### src/logic/pgaci_pkg.sv
/*
 Constants, types and helpers for the amplifier control port.
 Assumes a single core clock; all pins are sampled and synchronised by the user module.
*/
// Overview of operation
// - Level pins choose serial or parallel mode
// - Parallel mode uses pins, ignores control word
// - Parallel gain decode sets bandwidth trim automatically
// - Fault detection disabled in parallel mode
// - Serial mode: 16-bit word governs settings
// - Gain bits 0-2, trim bits 3-5
// - Route 6-7, swap 8, power-down 9, filter 10
// - Bit 11 picks fault test pin
// - Test level bits 12-14, bit 15 zero
// - Shift stage then holding stage, no glitches
// - Data in, shifted-out bit on data out
// - Shifting enabled only after select falls
// - Sample one bit per rising clock edge
// - Select rising copies shift into holding stage
// - Both stages cleared to zero at reset
// - Chained frames push contents on, farthest first
// - Data out driven only while select low
// - Test level 1 to 5 picks strength
package pgaci_pkg;
   localparam int WORD_W = 16;
   localparam int SYNC_N = 6;
   // Pin vector positions
   localparam int PIN_MODE_A = 0;
   localparam int PIN_MODE_B = 1;
   localparam int PIN_CS_N = 2;
   localparam int PIN_SCK = 3;
   localparam int PIN_SDI = 4;
   localparam int PIN_G0 = 5;
   // Idle pin levels after reset: select high, clock high
   localparam logic [SYNC_N-1:0] PIN_IDLE = 6'h0c;
   // Control word field positions
   localparam int GAIN_LSB = 0;
   localparam int BW_LSB = 3;
   localparam int ROUTE_LSB = 6;
   localparam int SWAP_BIT = 8;
   localparam int PD_BIT = 9;
   localparam int EXTERNAL_CAP_LOWPASS_EN_BIT = 10;
   localparam int FPIN_BIT = 11;
   localparam int LEVEL_LSB = 12;
   localparam logic [WORD_W-1:0] WORD_RESET = 16'h0000;
   localparam logic MODE_RESET = 1'b0;
   localparam logic [2:0] GAIN_EXT = 3'h7;
   localparam int LEVEL_N = 5;
   localparam logic [4:0] CNT_FULL = 5'h10;

   typedef struct packed {
      logic serial_mode;
      logic [2:0] gain_code;
      logic ext_gain_res;
      logic [2:0] bw_trim;
      logic [1:0] input_route_select;
      logic input_sign_swap;
      logic power_down;
      logic external_cap_lowpass_en;
      logic fault_pin_sel;
      logic [2:0] fault_test_level;
      logic fault_detect_en;
      logic [LEVEL_N-1:0] fault_test_strength;
   } pgaci_set_t;

   function automatic logic [2:0] pgaci_auto_bw(input logic [2:0] gain);
      unique case (gain)
         3'h0, 3'h1: pgaci_auto_bw = 3'h0;
         3'h2: pgaci_auto_bw = 3'h1;
         3'h3, 3'h4: pgaci_auto_bw = 3'h2;
         3'h5, 3'h6: pgaci_auto_bw = 3'h3;
         3'h7: pgaci_auto_bw = 3'h4;
      endcase
   endfunction
endpackage

### src/logic/pgaci_top.sv
/*
 Control port of a programmable-gain amplifier: mode select, parallel pins,
 double-buffered serial control word with chain output.
 Assumes all pin inputs are asynchronous to i_core_clk and that the serial
 clock is much slower than the core clock, so its edges are found by sampling.
*/
`timescale 1ns/100ps
`default_nettype none
module pgaci_top (
   input wire logic i_core_clk,
   input wire logic i_rst_n,
   input wire logic i_mode_level_pin_a,
   input wire logic i_mode_level_pin_b,
   input wire logic i_chip_select_n,
   input wire logic i_serial_clk,
   input wire logic i_serial_din,
   input wire logic i_serial_dout_in,
   output logic o_serial_dout,
   output logic o_serial_dout_oe,
   output pgaci_pkg::pgaci_set_t o_settings,
   output logic [pgaci_pkg::WORD_W-1:0] o_control_word
);
   import pgaci_pkg::*;

   // ***************************************
   // Pin synchronisers
   // ***************************************
   logic [SYNC_N-1:0] pin_raw;
   logic [SYNC_N-1:0] pin_meta;
   logic [SYNC_N-1:0] pin_sync;
   assign pin_raw = {i_serial_dout_in, i_serial_din, i_serial_clk,
                     i_chip_select_n, i_mode_level_pin_b, i_mode_level_pin_a};

   genvar p;
   generate
      for (p = 0; p < SYNC_N; p++) begin : g_sync
         always_ff @(posedge i_core_clk) begin
            if (!i_rst_n) begin
               pin_meta[p] <= PIN_IDLE[p];
               pin_sync[p] <= PIN_IDLE[p];
            end else begin
               pin_meta[p] <= pin_raw[p];
               pin_sync[p] <= pin_meta[p];
            end
         end
      end
   endgenerate

   logic mode_a;
   logic mode_b;
   logic cs_n;
   logic sck;
   logic sdi;
   logic g0;
   assign mode_a = pin_sync[PIN_MODE_A];
   assign mode_b = pin_sync[PIN_MODE_B];
   assign cs_n = pin_sync[PIN_CS_N];
   assign sck = pin_sync[PIN_SCK];
   assign sdi = pin_sync[PIN_SDI];
   assign g0 = pin_sync[PIN_G0];

   // ***************************************
   // Mode selection
   // ***************************************
   logic serial_mode;
   // Equal levels are not a legal setting; the last mode is kept
   always_ff @(posedge i_core_clk) begin
      if (!i_rst_n) begin
         serial_mode <= MODE_RESET;
      end else if (!mode_a && mode_b) begin
         serial_mode <= 1'b1;
      end else if (mode_a && !mode_b) begin
         serial_mode <= 1'b0;
      end
   end

   // ***************************************
   // Edge detection
   // ***************************************
   logic cs_q;
   logic sck_q;
   always_ff @(posedge i_core_clk) begin
      if (!i_rst_n) begin
         cs_q <= PIN_IDLE[PIN_CS_N];
         sck_q <= PIN_IDLE[PIN_SCK];
      end else begin
         cs_q <= cs_n;
         sck_q <= sck;
      end
   end

   logic cs_fall;
   logic cs_rise;
   logic sck_rise;
   logic sck_fall;
   // Select edges are clean because the host holds the clock high there
   assign cs_fall = cs_q && !cs_n;
   assign cs_rise = !cs_q && cs_n;
   assign sck_rise = !sck_q && sck;
   assign sck_fall = sck_q && !sck;

   // ***************************************
   // Serial frame
   // ***************************************
   logic frame_en;
   always_ff @(posedge i_core_clk) begin
      if (!i_rst_n) begin
         frame_en <= 1'b0;
      end else if (!serial_mode || cs_rise) begin
         frame_en <= 1'b0;
      end else if (cs_fall) begin
         frame_en <= 1'b1;
      end
   end

   logic shift_take;
   assign shift_take = frame_en && !cs_n && sck_rise;

   logic [WORD_W-1:0] shift_word;
   always_ff @(posedge i_core_clk) begin
      if (!i_rst_n) begin
         shift_word <= WORD_RESET;
      end else if (shift_take) begin
         // Oldest bit leaves at the top and feeds the next device
         shift_word <= {shift_word[WORD_W-2:0], sdi};
      end
   end

   logic [4:0] bit_cnt;
   // Counts rising edges; a short frame is still transferred
   always_ff @(posedge i_core_clk) begin
      if (!i_rst_n || cs_fall) begin
         bit_cnt <= 5'h00;
      end else if (shift_take && bit_cnt != 5'h1f) begin
         bit_cnt <= bit_cnt + 5'h01;
      end
   end

   logic load;
   assign load = serial_mode && frame_en && cs_rise;

   always_ff @(posedge i_core_clk) begin
      if (!i_rst_n) begin
         o_control_word <= WORD_RESET;
      end else if (load) begin
         o_control_word <= shift_word;
      end
   end

   // ***************************************
   // Serial data output
   // ***************************************
   always_ff @(posedge i_core_clk) begin
      if (!i_rst_n) begin
         o_serial_dout <= 1'b0;
      end else if (cs_fall || (frame_en && sck_fall)) begin
         o_serial_dout <= shift_word[WORD_W-1];
      end
   end

   always_ff @(posedge i_core_clk) begin
      if (!i_rst_n) begin
         o_serial_dout_oe <= 1'b0;
      end else begin
         o_serial_dout_oe <= serial_mode && !cs_n;
      end
   end

   // ***************************************
   // Active settings
   // ***************************************
   logic [LEVEL_N-1:0] strength_dec;
   genvar k;
   generate
      for (k = 0; k < LEVEL_N; k++) begin : g_level
         assign strength_dec[k] =
            o_control_word[LEVEL_LSB +: 3] == 3'(k + 1);
      end
   endgenerate

   pgaci_set_t next_settings;
   always_comb begin
      next_settings = '0;
      next_settings.serial_mode = serial_mode;
      if (serial_mode) begin
         // Bit 15 carries nothing and is ignored
         next_settings.gain_code = o_control_word[GAIN_LSB +: 3];
         next_settings.bw_trim = o_control_word[BW_LSB +: 3];
         next_settings.input_route_select = o_control_word[ROUTE_LSB +: 2];
         next_settings.input_sign_swap = o_control_word[SWAP_BIT];
         next_settings.power_down = o_control_word[PD_BIT];
         next_settings.external_cap_lowpass_en = o_control_word[EXTERNAL_CAP_LOWPASS_EN_BIT];
         next_settings.fault_pin_sel = o_control_word[FPIN_BIT];
         next_settings.fault_test_level = o_control_word[LEVEL_LSB +: 3];
         next_settings.fault_test_strength = strength_dec;
         next_settings.fault_detect_en = |strength_dec;
      end else begin
         // Control word kept but unused; fault logic stays off
         next_settings.gain_code = {sck, sdi, g0};
         next_settings.bw_trim = pgaci_auto_bw({sck, sdi, g0});
         next_settings.power_down = cs_n;
      end
      next_settings.ext_gain_res = next_settings.gain_code == GAIN_EXT;
   end

   always_ff @(posedge i_core_clk) begin
      if (!i_rst_n) begin
         o_settings <= '0;
      end else begin
         o_settings <= next_settings;
      end
   end
endmodule
`default_nettype wire

### config.mk
export PLATFORM = sky130hd
export DESIGN_NAME = pgaci_top
export DESIGN_NICKNAME = d
export VERILOG_FILES = /design/src/logic/pgaci_pkg.sv /design/src/logic/pgaci_top.sv
export SDC_FILE = /design/constraint.sdc
export NUM_CORES = 1
export LEC_CHECK = 0
export BUFFER_PORTS_ARGS = -buffer_cell sky130_fd_sc_hd__buf_4
export CORE_MARGIN = 2
export CORE_UTILIZATION = 54
export DETAILED_ROUTE_END_ITERATION = 7
export PLACE_DENSITY = 0.8
export SLEW_MARGIN = 0
export SYNTH_ARGS = -nofsm -noshare
export SYNTH_HDL_FRONTEND = slang
export SYNTH_SLANG_ARGS = --single-unit
### constraint.sdc
create_clock -name i_core_clk -period 1.7 [get_ports i_core_clk]
set_input_delay 0.51 -clock i_core_clk [delete_from_list [all_inputs] [get_ports i_core_clk]]
set_output_delay 0.51 -clock i_core_clk [all_outputs]
set_load 0.005 [all_outputs]
==> metrics.txt <==
post-CTS sizing=0; Skew-Pair Late Insertion Delay=0.33 ns; setup_tns=0 ns; maximum clock insertion buffer count=2; initial antenna violation count=0; Post-synth top flop=dfxtp_1; status=completed; DR pass1 iterations=4; RSZ-0062 raised after global routing=false; Hold Crit Class=input pin to register; Highest Signal Layer=met4; WP buf/inv=1; Buffers on Ports=48; via count=1906; startpoint class of the critical path=register; Num Clock Sinks=76; Die Width=74.4 um; Clock Skew=0.00607 ns; Via-to-Cell Ratio=4.87; Peak Freq=0.694 GHz; fin util=68.2%; Final Hold Fails=0; share of cells above drive strength 1=25.6%; Routed wire per std cell=11.7 um; Setup crit end kind=output port; met2 wire len=2.24 mm; pin count of the biggest net entering global routing=25; Site Rows=25; HP Start=i_chip_select_n; Routed Antenna Nets=0; Ys Warns=0; pwr/cell area=952 nW/um^2; Yosys cell types=27; minimum clock period=1.44 ns; post-CTS setup buffers=0; Placeable Area=4750 um^2; reg2reg start=serial_mode; Max Cap Violations=0; TritonCTS clock tree=yes; Crit Path Max Fanout=8; DIE AREA=5540 um^2; sequential area share after synthesis=56.8%; synthesized instance count=269; routability congestion estimate=0.748; number of flops mapped to enable cells by yosys=0; max_slew headroom=68.8%; DRC viols=0; CP Data Required Time=1.19 ns; Die Y=74.4 um; Ant. Diodes=0; family with the most delay on the worst path=flip-flops; synth top area cells=dfxtp_1 (57%), nand2_1 (9.5%), a21boi_1 (6.2%), a21boi_2 (4.2%), mux2i_1 (3.0%); crit-path max cell delay=0.44 ns; FFs w/ async S/R, synth=0%; CTS root buf=clkbuf_8; Worst path slowest cell=dfxtp_1; post-synth top area share=56.8%; M1 wire length=2.05 mm; Hold WS=0.355 ns; Leak Pwr=1.38 nW; worst vdd ir=0.623 mV; CP Class=register to output port; fillcell total=375; first-pass GRT wire length=7.67 mm; Least-Margin Pin Slew=0.466 ns; fin nets=331; Total GRT Usage=18.1%; DRT iter0 DRCs=85; Slew Viols, Final=0; Syn Nets=281; met3 wire len=177 um; worst setup path start=o_control_word[14]; number of top-level pins=49; total gr overflow=0; largest area contributor in the netlist=dfxtp_1; synthesized area per cell=9.95 um^2; CP cell instances=buf_4; # setup viols final=0; clock slew at reported path FFs=0.07 ns; CTS buffer count=9; Post-DP HPWL=3.17 mm; WL final=4.57 mm; vias in the first global route=1785; DP Worst Slack=0.289 ns; Critical Path AT=0.93 ns; # hold bufs at CTS=0; Synth Register Bits=76; Post-Syn Area=2680 um^2; fin crit share=84.7%; H-tree Lvls=3; Initial Util=56.3%; Final Worst Setup Slack=0.259 ns; Synth-to-Final Area Change=21.2%
-- cell usage after synthesis, drive strengths merged, types with 4 or more instances --
| cell | count |
|---|---|
| nand2 | 69 |
| buf | 11 |
| nor3 | 4 |
| dfxtp | 76 |
| a21oi | 4 |
| nand2b | 8 |
| a21boi | 32 |
| and2 | 8 |
| inv | 6 |
| mux2i | 8 |
| ha | 4 |
| clkbuf | 6 |
| and3 | 8 |
| nor2 | 6 |
| nor2b | 11 |
-- routing by layer --
metal | track usage (%) | vias up
met4 | 9.92 | 0
met5 | 0 | -
met1 | 21.2 | 890
met2 | 31.0 | 36
li1 | - | 971
met3 | 3.79 | 9
-- per-stage QoR --
stage	power, W	cell area (um^2)	instances
2_1_floorplan	0.00193	2680	269
3_3_place_gp	0.00196	3080	375
3_5_place_dp	0.00197	3080	375
4_1_cts	0.00311	3240	391
5_1_grt	0.00319	3240	391
6_report	0.00309	3240	391
-- power breakdown --
part,internal (W),switching (W)
registers,0.00181,0.0000126
clock network,0.000560,0.000605
logic,0.0000597,0.0000436
-- sequential cells by signal, summed over array words and instances (netlist names), 6 cells and up, named ones only --
signal / count
o_settings: 23
o_control_word: 16
shift_word: 16
pin_meta: 6
-- area by class of cell --
| cell class | count | area [um^2] | share of cell area, % |
|---|---|---|---|
| Multi-Input combinational cell | 170 | 1030 | 31.7 |
| Timing Repair Buffer | 56 | 420 | 13.0 |
| Sequential cell | 76 | 1520 | 46.9 |
| Clock inverter | 5 | 27.5 | 0.848 |
| Inverter | 6 | 22.5 | 0.694 |
| Clock buffer | 11 | 141 | 4.36 |
| Tap cell | 67 | 83.8 | 2.58 |
-- path summary, 6_finish.rpt --
kind | depth (start not counted) | to | slack [ns]
setup / recovery | 1 | o_control_word[14] | 0.26
hold / removal | 2 | pin_meta[2] | 0.36
setup reg to reg | 3 | o_control_word[15] | 0.32
hold reg to reg | 1 | cs_n | 0.41
-- cell usage in the layout, fill, tap and decap left out, types with 4 or more instances in the layout --
cell      instances
buf_4            56
clkbuf_8         10
nand2b_1          8
dfxtp_1          76
nand2_1          68
nor3_1            4
ha_1              4
nor2_1            6
inv_1             6
a21boi_2         10
and3_1            8
and2_1            8
nor2b_1          11
a21oi_1           4
clkinv_2          4
a21boi_1         22
mux2i_1           8
-- kinds of logic after synthesis --
logic type	share of synthesized area [%]
buffers and inverters	4.81
muxes	2.99
AOI/OAI and AO/OA	12.0
DFF	56.8
and+or+nand+nor	21.5
adders and majority gates	1.87
Power figures use the tool's default switching activity.
